**config.mk**
```make
export PLATFORM = sky130hd
export DESIGN_NAME = pef_framer
export DESIGN_NICKNAME = d
export VERILOG_FILES = /design/src/pef_pkg.sv /design/src/pef_ack_timer.sv /design/src/pef_framer.sv
export VERILOG_INCLUDE_DIRS = /design/src
export SDC_FILE = /design/constraint.sdc
export NUM_CORES = 1
export LEC_CHECK = 0
export ABC_AREA = 1
export BUFFER_PORTS_ARGS = -buffer_cell sky130_fd_sc_hd__buf_2
export CAP_MARGIN = 20
export CORE_MARGIN = 2
export CORE_UTILIZATION = 51
export CTS_CLUSTER_DIAMETER = 50
export CTS_CLUSTER_SIZE = 10
export DETAILED_ROUTE_END_ITERATION = 6
export GPL_TIMING_DRIVEN = 0
export HOLD_SLACK_MARGIN = 0.05
export PLACE_DENSITY = 0.79
export SYNTH_ARGS = -nofsm -noshare
export SYNTH_HDL_FRONTEND = slang
export SYNTH_HIERARCHICAL = 1
export SYNTH_SLANG_ARGS = --single-unit
```
**constraint.sdc**
```tcl
create_clock -name core_clk -period 1.6 [get_ports core_clk]
set_clock_uncertainty 0.1 [all_clocks]
set_input_delay 0.08 -clock core_clk [delete_from_list [all_inputs] [get_ports core_clk]]
set_output_delay 0.08 -clock core_clk [all_outputs]
set_load 0.1 [all_outputs]
```
**src/pef_map.svh**
```systemverilog
// Constant map for the protection error cause framer
`ifndef PEF_MAP_SVH
`define PEF_MAP_SVH

// Element identifier, extension bit and element length bounds
`define PEF_IEI           8'h53
`define PEF_EXT_BIT       7
`define PEF_LEN_MIN       3'h3
`define PEF_LEN_MAX       3'h5
`define PEF_HDR_OCTETS    3'h3

// Cause codes, seven bits
`define PEF_C_DISCRIM     7'h01
`define PEF_C_MSG_TYPE    7'h04
`define PEF_C_IE_MISSING  7'h07
`define PEF_C_IE_UNKNOWN  7'h08
`define PEF_C_IE_CONTENT  7'h09
`define PEF_C_STATE       7'h0b
`define PEF_C_IE_REPEAT   7'h0c
`define PEF_C_IE_TOO_MANY 7'h0d
`define PEF_C_LCID        7'h0f

// Acknowledge supervision timing
`define PEF_CLK_MHZ       200
`define PEF_SUP_TIME_US   1000
`define PEF_SUP_CYCLES    (`PEF_SUP_TIME_US * `PEF_CLK_MHZ)

`endif

```
**src/pef_pkg.sv**
```systemverilog
// Types shared by the protection error cause framer
package pef_pkg;

  typedef enum logic [2:0] {
    FR_IDLE,
    FR_ID,
    FR_LEN,
    FR_CAUSE,
    FR_DIAG1,
    FR_DIAG2
  } pef_fr_t;

  typedef enum logic {
    SUP_NULL,
    SUP_WAIT
  } pef_sup_t;

  typedef enum logic [1:0] {
    MSG_NONE,
    MSG_SW_REQ,
    MSG_SW_COM,
    MSG_SW_PREEMPT
  } pef_kind_t;

endpackage

```
**src/pef_ack_timer.sv**
```systemverilog
// Acknowledge supervision timer with restart, stop and expiry pulse
`timescale 1ns/100ps
`include "pef_map.svh"

module pef_ack_timer
  import pef_pkg::*;
#(
  parameter int unsigned CYCLES = `PEF_SUP_CYCLES
) (
  // Clock and reset
  input  wire logic core_clk,
  input  wire logic sys_rst,
  // Control
  input  wire logic timStart,
  input  wire logic timStop,
  // Status
  output logic      timExpire
);

  typedef struct packed {
    logic        running;
    logic [23:0] cnt;
    logic        expire;
  } pef_tim_t;

  localparam logic [23:0] RELOAD = 24'(CYCLES - 1);

  pef_tim_t st_r;
  pef_tim_t st_nxt;

  always_comb begin
    st_nxt        = st_r;
    st_nxt.expire = 1'b0;
    if (timStart) begin
      st_nxt.running = 1'b1;
      st_nxt.cnt     = RELOAD;
    end else if (timStop) begin
      st_nxt.running = 1'b0;
    end else if (st_r.running) begin
      if (st_r.cnt == 24'h000000) begin
        st_nxt.running = 1'b0;
        st_nxt.expire  = 1'b1;
      end else begin
        st_nxt.cnt = st_r.cnt - 24'h000001;
      end
    end
  end

  always_ff @(posedge core_clk) begin
    if (sys_rst) begin
      st_r <= '0;
    end else begin
      st_r <= st_nxt;
    end
  end

  assign timExpire = st_r.expire;

endmodule

```
**src/pef_framer.sv**
```systemverilog
// Protocol error cause element framer and acknowledge supervision
`timescale 1ns/100ps
`include "pef_map.svh"

module pef_framer
  import pef_pkg::*;
#(
  parameter int unsigned SUP_CYCLES = `PEF_SUP_CYCLES
) (
  // Clock and reset
  input  wire logic       core_clk,
  input  wire logic       sys_rst,
  // Role
  input  wire logic       exchangeRole,
  // Error report request
  input  wire logic       errReq,
  input  wire logic [6:0] errCause,
  input  wire logic [7:0] errMsgType,
  input  wire logic [7:0] errIeId,
  output logic            errReady,
  output logic            errReject,
  // Element octet stream
  output logic [7:0]      ieByte,
  output logic            ieValid,
  output logic            ieLast,
  input  wire logic       ieReady,
  // Received element length check
  input  wire logic       rxLenCheck,
  input  wire logic [7:0] rxLen,
  output logic            rxMalformed,
  // Switch-over management primitives
  input  wire logic       swStart,
  input  wire logic       swPreempt,
  input  wire logic       swGroupOne,
  input  wire logic       swPrefValid,
  input  wire logic [7:0] swPrefChan,
  output logic            swBusy,
  output logic            swReject,
  output logic            supError,
  // Outgoing switch-over message
  output logic            msgSend,
  output logic            msgRetx,
  output logic [1:0]      msgKind,
  output logic            msgPrefValid,
  output logic [7:0]      msgPrefChan,
  // Peer acknowledgement and commands
  input  wire logic       ackRcvd,
  input  wire logic       cmdRcvd,
  input  wire logic       resourceOk,
  output logic            cmdAccept,
  output logic            cmdRefuse
);

  typedef struct packed {
    pef_fr_t   fr;
    logic [6:0] cause;
    logic [7:0] msgType;
    logic [7:0] ieId;
    logic [1:0] dlen;
    logic [7:0] byteOut;
    logic       errRej;
    logic       rxBad;
    pef_sup_t  sup;
    logic       retried;
    pef_kind_t kind;
    logic       prefValid;
    logic [7:0] prefChan;
    logic       send;
    logic       retx;
    logic       supErr;
    logic       swRej;
    logic       accept;
    logic       refuse;
  } pef_state_t;

  pef_state_t st_r;
  pef_state_t st_nxt;
  logic       timStart;
  logic       timStop;
  logic       timExpire;

  function automatic logic causeLegal(input logic [6:0] c);
    unique case (c)
      `PEF_C_DISCRIM, `PEF_C_MSG_TYPE, `PEF_C_IE_MISSING, `PEF_C_IE_UNKNOWN,
      `PEF_C_IE_CONTENT, `PEF_C_STATE, `PEF_C_IE_REPEAT, `PEF_C_IE_TOO_MANY,
      `PEF_C_LCID: causeLegal = 1'b1;
      default:     causeLegal = 1'b0;
    endcase
  endfunction

  function automatic logic [1:0] diagLen(input logic [6:0] c);
    unique case (c)
      `PEF_C_MSG_TYPE, `PEF_C_STATE, `PEF_C_IE_TOO_MANY: diagLen = 2'h1;
      `PEF_C_IE_MISSING, `PEF_C_IE_UNKNOWN, `PEF_C_IE_CONTENT,
      `PEF_C_IE_REPEAT: diagLen = 2'h2;
      default: diagLen = 2'h0;
    endcase
  endfunction

  always_comb begin
    st_nxt        = st_r;
    st_nxt.errRej = 1'b0;
    st_nxt.rxBad  = 1'b0;
    st_nxt.send   = 1'b0;
    st_nxt.retx   = 1'b0;
    st_nxt.supErr = 1'b0;
    st_nxt.swRej  = 1'b0;
    st_nxt.accept = 1'b0;
    st_nxt.refuse = 1'b0;
    timStart      = 1'b0;
    timStop       = 1'b0;

    // Framer, one octet per accepted beat
    unique case (st_r.fr)
      FR_IDLE: begin
        if (errReq) begin
          if (exchangeRole || !causeLegal(errCause)) begin
            st_nxt.errRej = 1'b1;
          end else begin
            st_nxt.fr      = FR_ID;
            st_nxt.cause   = errCause;
            st_nxt.msgType = errMsgType;
            st_nxt.ieId    = errIeId;
            st_nxt.dlen    = diagLen(errCause);
            st_nxt.byteOut = `PEF_IEI;
          end
        end
      end
      FR_ID: begin
        if (ieReady) begin
          st_nxt.fr      = FR_LEN;
          st_nxt.byteOut = {6'h00, st_r.dlen} + 8'h01;
        end
      end
      FR_LEN: begin
        if (ieReady) begin
          st_nxt.fr      = FR_CAUSE;
          st_nxt.byteOut = {1'b1, st_r.cause};
        end
      end
      FR_CAUSE: begin
        if (ieReady) begin
          st_nxt.fr      = (st_r.dlen == 2'h0) ? FR_IDLE : FR_DIAG1;
          st_nxt.byteOut = st_r.msgType;
        end
      end
      FR_DIAG1: begin
        if (ieReady) begin
          st_nxt.fr      = (st_r.dlen == 2'h2) ? FR_DIAG2 : FR_IDLE;
          st_nxt.byteOut = st_r.ieId;
        end
      end
      FR_DIAG2: begin
        if (ieReady) begin
          st_nxt.fr = FR_IDLE;
        end
      end
      default: st_nxt.fr = FR_IDLE;
    endcase

    if (rxLenCheck) begin
      st_nxt.rxBad = (rxLen < {5'h00, `PEF_LEN_MIN}) || (rxLen > {5'h00, `PEF_LEN_MAX});
    end

    // verify resources only, no completion message
    if (cmdRcvd && !exchangeRole) begin
      st_nxt.accept = resourceOk;
      st_nxt.refuse = !resourceOk;
    end

    // Supervision of awaited acknowledgement
    unique case (st_r.sup)
      SUP_NULL: begin
        if (swStart) begin
          if (exchangeRole && swPreempt && swGroupOne) begin
            st_nxt.swRej = 1'b1;
          end else begin
            st_nxt.sup       = SUP_WAIT;
            st_nxt.retried   = 1'b0;
            st_nxt.send      = 1'b1;
            timStart         = 1'b1;
            st_nxt.kind      = !exchangeRole ? MSG_SW_REQ :
                               (swPreempt ? MSG_SW_PREEMPT : MSG_SW_COM);
            st_nxt.prefValid = exchangeRole ? 1'b1 : swPrefValid;
            st_nxt.prefChan  = swPrefChan;
          end
        end
      end
      SUP_WAIT: begin
        if (ackRcvd) begin
          st_nxt.sup     = SUP_NULL;
          st_nxt.retried = 1'b0;
          timStop        = 1'b1;
        end else if (timExpire) begin
          if (!st_r.retried) begin
            st_nxt.retried = 1'b1;
            st_nxt.send    = 1'b1;
            st_nxt.retx    = 1'b1;
            timStart       = 1'b1;
          end else begin
            st_nxt.supErr  = 1'b1;
            st_nxt.sup     = SUP_NULL;
            st_nxt.retried = 1'b0;
          end
        end
      end
    endcase
  end

  always_ff @(posedge core_clk) begin
    if (sys_rst) begin
      st_r <= '0;
    end else begin
      st_r <= st_nxt;
    end
  end

  pef_ack_timer #(
    .CYCLES (SUP_CYCLES)
  ) u_timer (
    .core_clk  (core_clk),
    .sys_rst   (sys_rst),
    .timStart  (timStart),
    .timStop   (timStop),
    .timExpire (timExpire)
  );

  // Handshakes combinational, data from flip-flops
  assign errReady     = (st_r.fr == FR_IDLE);
  assign errReject    = st_r.errRej;
  assign ieByte       = st_r.byteOut;
  assign ieValid      = (st_r.fr != FR_IDLE);
  assign ieLast       = ((st_r.fr == FR_CAUSE) && (st_r.dlen == 2'h0)) ||
                        ((st_r.fr == FR_DIAG1) && (st_r.dlen == 2'h1)) ||
                        (st_r.fr == FR_DIAG2);
  assign rxMalformed  = st_r.rxBad;
  assign swBusy       = (st_r.sup == SUP_WAIT);
  assign swReject     = st_r.swRej;
  assign supError     = st_r.supErr;
  assign msgSend      = st_r.send;
  assign msgRetx      = st_r.retx;
  assign msgKind      = st_r.kind;
  assign msgPrefValid = st_r.prefValid;
  assign msgPrefChan  = st_r.prefChan;
  assign cmdAccept    = st_r.accept;
  assign cmdRefuse    = st_r.refuse;

  // Octet count of the element in flight, for checking only
  logic [2:0] beatCnt;
  always_ff @(posedge core_clk) begin
    if (sys_rst || !ieValid) begin
      beatCnt <= 3'h1;
    end else if (ieReady) begin
      beatCnt <= beatCnt + 3'h1;
    end
  end
endmodule

```
Yosys cells after proc, flatten, opt, wreduce, memory -nomap -nowiden
Memories as Yosys holds them, arrays and structs flattened.
Index checks and enable logic that the tools add are counted.
Widths: inputs -> output; s select.
{"block": "totals", "register_bits": 83, "romBits": 16, "input_bits": 52, "out_inout_bits": 31, "wordCells": 150, "n_memories": 1}
{"memory": "(no name shown)", "depth": 16, "word_bits": 1, "read_ports": 1, "rd_clocked_by_memory_dff": 0, "wr": 0, "line_no": "pef_framer.sv:83", "source": "unique case (c)"}
{"block": "op_classes", "add_sub_neg": 2, "magnitude_cmp": 2, "eq_ne": 26, "mux": 49, "bitwise": 12, "n_reduce_logical": 35}
{"operator": "$mux 25", "n": 2}
{"operator": "$pmux 8 s5", "n": 1}
{"operator": "$mux 37", "n": 1}
{"operator": "$mux 36", "n": 1}
{"operator": "$eq 7x4->1 const B", "n": 5}
{"operator": "$mux 8", "n": 4}
{"operator": "$mux 14", "n": 2}
{"operator": "$mux 3", "n": 9}
{"operator": "$mux 26", "n": 1}
{"operator": "$logic_not 24->1", "n": 1}
{"operator": "$mux 24", "n": 1}
{"operator": "$sub 24x1->24 const B", "n": 1}
{"operator": "$ne 2x2->1 const B", "n": 11}
{"operator": "$mux 1", "n": 18}
{"operator": "$pmux 3 s6", "n": 1}
{"operator": "$reduce_and 3->1", "n": 5}
{"operator": "$eq 7x3->1 const B", "n": 2}
{"operator": "$reduce_and 7->1", "n": 2}
{"operator": "$not 1->1", "n": 12}
{"operator": "$reduce_or 4->1", "n": 3}
{"operator": "$reduce_or 3->1", "n": 3}
{"operator": "$gt 8x3->1 const B", "n": 1}
{"operator": "$lt 8x2->1 const B", "n": 1}
{"operator": "$mux 2", "n": 4}
{"operator": "18 further kinds", "n": 34}

Depth between registers and ports, before layout
Gate-level depths: netlist of run 1.
{"block": "depth", "word_depth": 9, "depth_mapped": 12, "depth_no_buf": 12}

Modules after synthesis
The synthesis of run 1 kept the hierarchy.
{"mod": "pef_framer", "n_inst": 1, "cells_per_inst": 410, "area_each_um2": 2900.3, "seq_area_each_um2": 1141.1}
{"mod": "pef_ack_timer", "n_inst": 1, "cells_per_inst": 251, "area_each_um2": 1612.8, "seq_area_each_um2": 520.5}

Least setup slack after synthesis of run 1
OpenSTA, ideal clock, no wires.
{"block": "synth_timing", "kind": "register -> register", "startpoint": "register st_r (netlist bit swBusy)", "endpoint": "register u_timer.st_r (netlist bit u_timer/timExpire)", "setup_ps": 92, "arrival_time_ps": 2280, "t_required_ps": 1408, "slack_ps": -871, "stages_incl_launch_ff": 8, "n_path_buf": 1, "synth_period_minus_slack_ps": 2471, "path_cell_list": "dfxtp_1 nor2_1 nand2_1 clkbuf_1 nand2_1 nor2_1 inv_1 nor4_1"}
{"block": "synth_between", "elab_chain_cells": 3, "word_cells_on_any_way": 4, "classes_between": "mux: 2; bitwise: 1; reduce/logical: 1"}
{"item": "from (decl)", "line_no": "pef_framer.sv:76", "source": "pef_state_t st_r;"}
{"item": "from (signal assigned)", "line_no": "pef_framer.sv:214", "source": "st_r <= st_nxt;"}
{"item": "$not 1->1 (no source line)"}
{"item": "$pmux 1 s2", "line_no": "pef_framer.sv:172", "source": "unique case (st_r.sup)"}
{"item": "$reduce_or 4->1 (no source line) (*)"}
{"item": "to (signal assigned)", "line_no": "pef_ack_timer.sv:53", "source": "st_r <= st_nxt;"}
{"item": "to (decl)", "line_no": "pef_ack_timer.sv:28", "source": "pef_tim_t st_r;"}
Every way passes the cells marked *; elsewhere a longest branch is shown, timed or not.
A chain may end at the register's enable or synchronous reset.

Worst setup path in the final report of run 1
{"block": "layout_timing", "startpoint": "register u_timer/st_r[16] in the netlist's numbering", "endpoint": "register u_timer/st_r[15] in the netlist's numbering"}
{"block": "layout_between", "elab_chain_cells": 3}
{"item": "$logic_not 24->1", "line_no": "pef_ack_timer.sv:40", "source": "if (st_r.cnt == 24'h000000) begin"}
{"item": "$not 1->1 (no source line)"}
{"item": "$reduce_and 3->1 (no source line)"}
No other way between the ends.

==> results of run 1 <==
## stage by stage
| step | setup slack [ns] | utilization [%] | TNS [ns] | hold WS [ns] |
|---|---|---|---|---|
| 3_5_place_dp | -0.212 | 59.4 | -4.39 | 0.158 |
| 2_1_floorplan | -0.0839 | - | -1.34 | 0.0424 |
| 5_1_grt | -0.245 | 76.9 | -3.48 | 0.142 |
| 3_3_place_gp | -0.185 | 59.4 | -3.47 | 0.151 |
| 6_report | -0.156 | 76.9 | -1.35 | 0.108 |
| 4_1_cts | -0.0655 | 72.4 | -0.0798 | 0.107 |
## layout make-up
type                            instances  share of cell area (%)
Timing Repair Buffer                  181                    20.5
Multi-Input combinational cell        464                    38.9
Clock inverter                          7                    1.60
Buffer                                 34                    4.24
Clock buffer                            9                    1.86
Sequential cell                        83                    25.7
Inverter                               79                    5.14
Tap cell                              108                    2.03
## worst reg2reg max path, delay by kind of cell, from the launching register on
kind,cells,cell delay [ns]
buf+inv,1,0.06
simple gates,9,1.13
flops,1,0.37
## how the worst max path moves through the flow
stage	to	slack [ns]
2_1_floorplan	u_timer/timExpire	-0.08
3_3_place_gp	st_r[55]	-0.19
3_5_place_dp	st_r[55]	-0.21
4_1_cts	ieLast	-0.07
5_1_grt	u_timer/st_r[2]	-0.25
6_report	u_timer/st_r[15]	-0.16
## sequential cells by signal, indices dropped and copies added, names as in the netlist, 2 cells and up
signal	count
st_r	29
u_timer/st_r	25
ieByte	8
msgPrefChan	8
msgKind	2
## routing by layer
layer  share of wire, %  wire, um  global-route usage, %  up-vias
met1                 40      5950                   34.3     2389
met5                  0         0                      0        -
met4                4.1       612                   11.9        0
li1                   -         -                      -     2456
met3                6.9      1040                   5.30       66
met2                 49      7440                   48.8      262
## cell usage in the layout, fill, tap and decap left out, types with 3 or more instances in the layout
master and instances:
dfxtp_2 15, nor3_1 4, nor2_4 26, clkbuf_1 4, nand4_1 9, xor2_1 4, nand3b_1 3, buf_4 58
nor2_2 12, a21oi_1 20, dfxtp_4 8, dfxtp_1 60, o21ai_1 19, nand3_2 8, buf_6 8, clkbuf_8 9
a21oi_2 6, inv_6 4, ha_1 8, nand2_8 3, inv_1 69, inv_2 4, dlygate4sd3_1 53, nand2_1 123
nand2_2 16, o21ai_0 30, buf_8 4, buf_2 83, nand3_1 43, nor2_1 109, nand3_4 4
## cell families after synthesis
logic type / Yosys count / synth area share [%]
and+or+nand+nor: 366 / 37.3
DFF: 83 / 36.8
AOI/OAI and AO/OA: 83 / 9.90
xor gates and xnor gates: 5 / 0.970
buffers and inverters: 114 / 12.3
adders and majority gates: 10 / 2.77
## report_power, final
group	total, uW	internal, uW	switching (uW)	leakage (uW)
Sequential	2540	2300	238	0.000689
Combinational	4580	1510	3070	0.00243
Clock	1780	907	871	0.000116
Total	8900	4720	4180	0.00323
## repair_timing
item	4_1_cts	5_1_grt
gates resized for setup	59	72
gates cloned	1	4
hold buffers	52	2
pin swaps	22	35
endpoints found under the hold margin	47	1
setup endpoints to repair	34	65
setup buffers	21	20
==> metrics.cfg, run 1 <==
[run_status]
status=complete, but fails checks
violations=setup timing

[floorplan]
pin_count=83
start_util_pct=52.3
die_h_um=98.1
die_w_um=98.1
num_rows=34
coreArea_um2=8640
die_area_um2=9620

[finish]
design_area_um2=6650
multi_input_area_um2=2580
fillers=556
fin_nets=914
area_growth_pct=47.2
antenna-diode-count=0
regArea_um2=1710
stdcell_count=965
drive_gt1_share_pct=33.8

[power]
leakagePower_uw=0.00323
ir_worst_vdd_uv=928
p_per_area_nw_per_um2=1340
power.total_uw=8900

[sta]
setup_viol_count_final=22
relSlewSlack_pct=64.6
fin_crit_sh_pct=110
min_period_ns=1.76
fmax_mhz=570
timing.final.ws_setup_ns=-0.156
slew_viol_final=0
tightestPinTransition_ns=0.531
rsz0062_at_grt=yes
finalHoldViolations=0

[worst_setup_path]
worstSetupPathDepth=10
cp-startpoint=u_timer/st_r[16]
cpMaxStageDelayCell=dfxtp_2
reg2reg_setup_slack_ns=-0.16
reg2regPathDepth=10
max_stage_delay_ns=0.37
crit_chain=nor2_4 -> nand2_2 -> nor2_4 -> nand3_4 -> nand2_8 -> inv_8 -> nand3b_1 -> nand2_1 -> nand2_1 -> nor2_1
startpoint_type=register
crit_buf_inv=1
reg2reg_from=u_timer/st_r[16]
crit_type=reg -> reg
worstReg2RegEnd=u_timer/st_r[15]
arrival_ns=1.92
crit_fanout=8
required_ns=1.76
crit_path_end_kind=register
cp_top_family=simple AND/OR/NAND/NOR gates

[detailed_routing]
final_antenna_net_count=0
wirelength_um=15000
drt_iter0_markers=374
post-route-drc-count=0
via_per_inst=5.36
firstDrtPassIters=5
vias=5173
post_drt_wl_per_cell_um=15.6

[logic_synthesis]
ys_top_cells_by_area=dfxtp_1 37%, nand2_1 11%, nor2_1 11%
async_reset_ff_share_pct=0
syn_nets=723
synth_area_per_cell_um2=6.83
yosysWarnings=6
syn_area_um2=4510
synthFlopType=dfxtp_1
yosys-top-cells-count=135 x nand2_1, 129 x nor2_1, 83 x dfxtp_1
postSynthCellCount=661
synth.most_common_cell=nand2_1
ys_seq_elements=83
synth_edf_count=0
ys_types=38
ys_seq_area_share_pct=36.8
synth_top_area_share_pct=36.8
yosys.area.top_type=dfxtp_1

[clocking]
path_clk_slew_ns=0.09
cts_sinks=83
cts_root_buf=clkbuf_8
htreeDepth=3
cts_max_path_buffers=2
cts_inserted_buffers=9
insertion_delay_ns=0.37
cts_tree=built

[global_route]
track_usage_pct=28.2
grt_overflow_total=0
grt_antenna_before_repair=0
grt_pass1_wl_um=22300
grt_pass1_vias=4938
grt_max_degree=17

[placed_design]
placed_cells=851
io_buffers=82
dp.final_hpwl_um=8430
place_congestion=0.950
place_area_um2=5130

[worst_hold_path]
holdPathStages=6
hp-start=errCause[4]
hold_end=st_r[29]
hp-class=in -> reg

[flow_run]
max_cap_violations=0

Power figures use the tool's default switching activity.
==> inputs of run 2 (changes only) <==
CORE_UTILIZATION = 56   (was 51)
PLACE_DENSITY = 0.82   (was 0.79)
clock period = 1.9 ns   (was 1.6 ns; I/O delays follow)
==> run 2 against run 1 <==
Compared with the run above: the run now ends clean; via count decreased by 9.0%; total power decreased by 23%; non-clock buffer count is 54 lower; routed wire length fell by 19%; first-iteration DRC count down 13%.
==> metrics.cfg, run 2 (synthesis gave the netlist of run 1 again) <==
[run_status]
status=finished clean  ; was complete, but fails checks

[finish]
largest_reg_flops=29  ; unchanged
antenna-diode-count=0  ; unchanged
final_common_cell=nand2_1  ; unchanged
design_area_um2=5800  ; was 6650 um2
reg.largest.list=st_r: 29 flops, u_timer/st_r: 25 flops  ; unchanged
fin_nets=860  ; was 914
area_growth_pct=28.4  ; was 47.2%
drive_gt1_share_pct=22.4  ; was 33.8%
stdcell_count=905  ; was 965
largest_register=st_r  ; unchanged
layout_common_cells=134 x nand2_1, 126 x nor2_1, 85 x buf_2  ; was 123 x nand2_1, 109 x nor2_1, 83 x buf_2

[worst_hold_path]
holdPathStages=4  ; was 6
hp-class=in -> reg  ; unchanged

[detailed_routing]
drt_iter0_markers=325  ; was 374
firstDrtPassIters=5  ; unchanged
via_per_inst=5.20  ; was 5.36
final_antenna_net_count=0  ; unchanged
post-route-drc-count=0  ; unchanged
vias=4706  ; was 5173
wirelength_um=12100  ; was 15000 um
post_drt_wl_per_cell_um=13.4  ; was 15.6 um

[worst_setup_path]
crit_path_end_kind=output port  ; was register
crit_type=reg -> out  ; was reg -> reg
arrival_ns=1.66  ; was 1.92 ns
reg2regPathDepth=10  ; unchanged
crit_fanout=10  ; was 8
required_ns=1.70  ; was 1.76 ns
startpoint_type=register  ; unchanged

[sta]
relSlewSlack_pct=66.5  ; was 64.6%
fin_crit_sh_pct=97.6
setup_viol_count_final=0  ; was 22
rsz0062_at_grt=yes  ; unchanged
fmax_mhz=539
tightestPinTransition_ns=0.502  ; was 0.531 ns
hold_slack_ns=0.0804  ; was 0.108 ns
finalHoldViolations=0  ; unchanged
min_period_ns=1.85
slew_viol_final=0  ; unchanged

[clocking]
cts_inserted_buffers=9  ; unchanged
insertion_delay_ns=0.36  ; was 0.37 ns
htreeDepth=3  ; unchanged
cts_max_path_buffers=2  ; unchanged
cts_tree=built  ; unchanged
cts_sinks=83  ; unchanged
cts_root_buf=clkbuf_8  ; unchanged
path_clk_slew_ns=0.09  ; about the same

[floorplan]
pin_count=83  ; unchanged
die_area_um2=8790  ; was 9620 um2
start_util_pct=58.1  ; was 52.3%
num_rows=32  ; was 34
die_h_um=93.8  ; was 98.1 um
coreArea_um2=7770  ; was 8640 um2
die_w_um=93.8  ; was 98.1 um

[global_route]
grt_pass1_wl_um=19800  ; was 22300 um
grt_overflow_total=0  ; unchanged
track_usage_pct=28.1  ; was 28.2%
grt_pass1_vias=4435  ; was 4938
grt_antenna_before_repair=0  ; unchanged
grt_max_degree=17  ; unchanged

[power]
leakagePower_uw=0.00287  ; was 0.00323 uW
ir_worst_vdd_uv=709  ; was 928 uV
p_per_area_nw_per_um2=1180  ; was 1340 nW/um2

[placed_design]
placed_cells=845  ; was 851
io_buffers=82  ; unchanged
place_congestion=0.926  ; was 0.950
place_area_um2=5060  ; was 5130 um2
dp.final_hpwl_um=8430  ; about the same

[flow_run]
max_cap_violations=0  ; unchanged

[run 2: cell type report]
cell class	count	area, um2
inverters	79	307
plain buffers	34	246
flip-flops and latches	83	1670
multi-input cells	464	2340
repair buffers	127	876
clock buffers	9	124
clock inverters	7	106
well taps	102	128
fillers	598	1970
[run 2: timing repair]
action,in CTS,in global routing
pin swaps,0,2
endpoints found under the setup margin,19,28
gates resized for setup,6,14
buffers inserted,0,1
endpoints found under the hold margin,49,0
hold buffers,44,0
[run 2: worst max-delay path: stages, from the launching register on]
cell	delay, ns
dfxtp_1	0.32
buf_6	0.15
inv_4	0.12
nand2_2	0.11
nor2_4	0.17
nand2_1	0.07
nand3_1	0.15
buf_12	0.19
[run 2: path summary, 6_finish.rpt]
path         slack [ns]               to       startpoint
max reg2reg        0.11  u_timer/st_r[1]  u_timer/st_r[2]
max                0.05           ieLast         st_r[56]
min                0.08  u_timer/st_r[3]          sys_rst
min reg2reg        0.36         st_r[51]         st_r[51]
[run 2: per-layer routing]
| layer | GRT usage [%] | wire length (um) |
|---|---|---|
| met1 | 35.6 | 5260 |
| met2 | 48.2 | 5780 |
| met3 | 4.33 | 836 |
| met4 | 10.3 | 249 |
| met5 | 0 | 0 |
[run 2: power by group]
group	internal [uW]	switching [uW]	leakage (uW)	total [uW]
combinational	905	2380	0.00207	3290
sequential	1920	143	0.000679	2060
clock	766	697	0.000117	1460
total	3590	3220	0.00287	6810
[run 2: stage by stage]
stage / TNS [ns] / util, % / power [uW] / setup slack (ns)
CTS: 0 / 74.0 / 6750 / 0.00318
global route: -0.0243 / 74.6 / 7180 / -0.0175
finish: 0 / 74.6 / 6810 / 0.0453
floorplan: 0 / - / 4670 / 0.0397
detailed placement: -0.986 / 65.1 / 5190 / -0.258
global placement: -0.639 / 65.1 / 5130 / -0.200
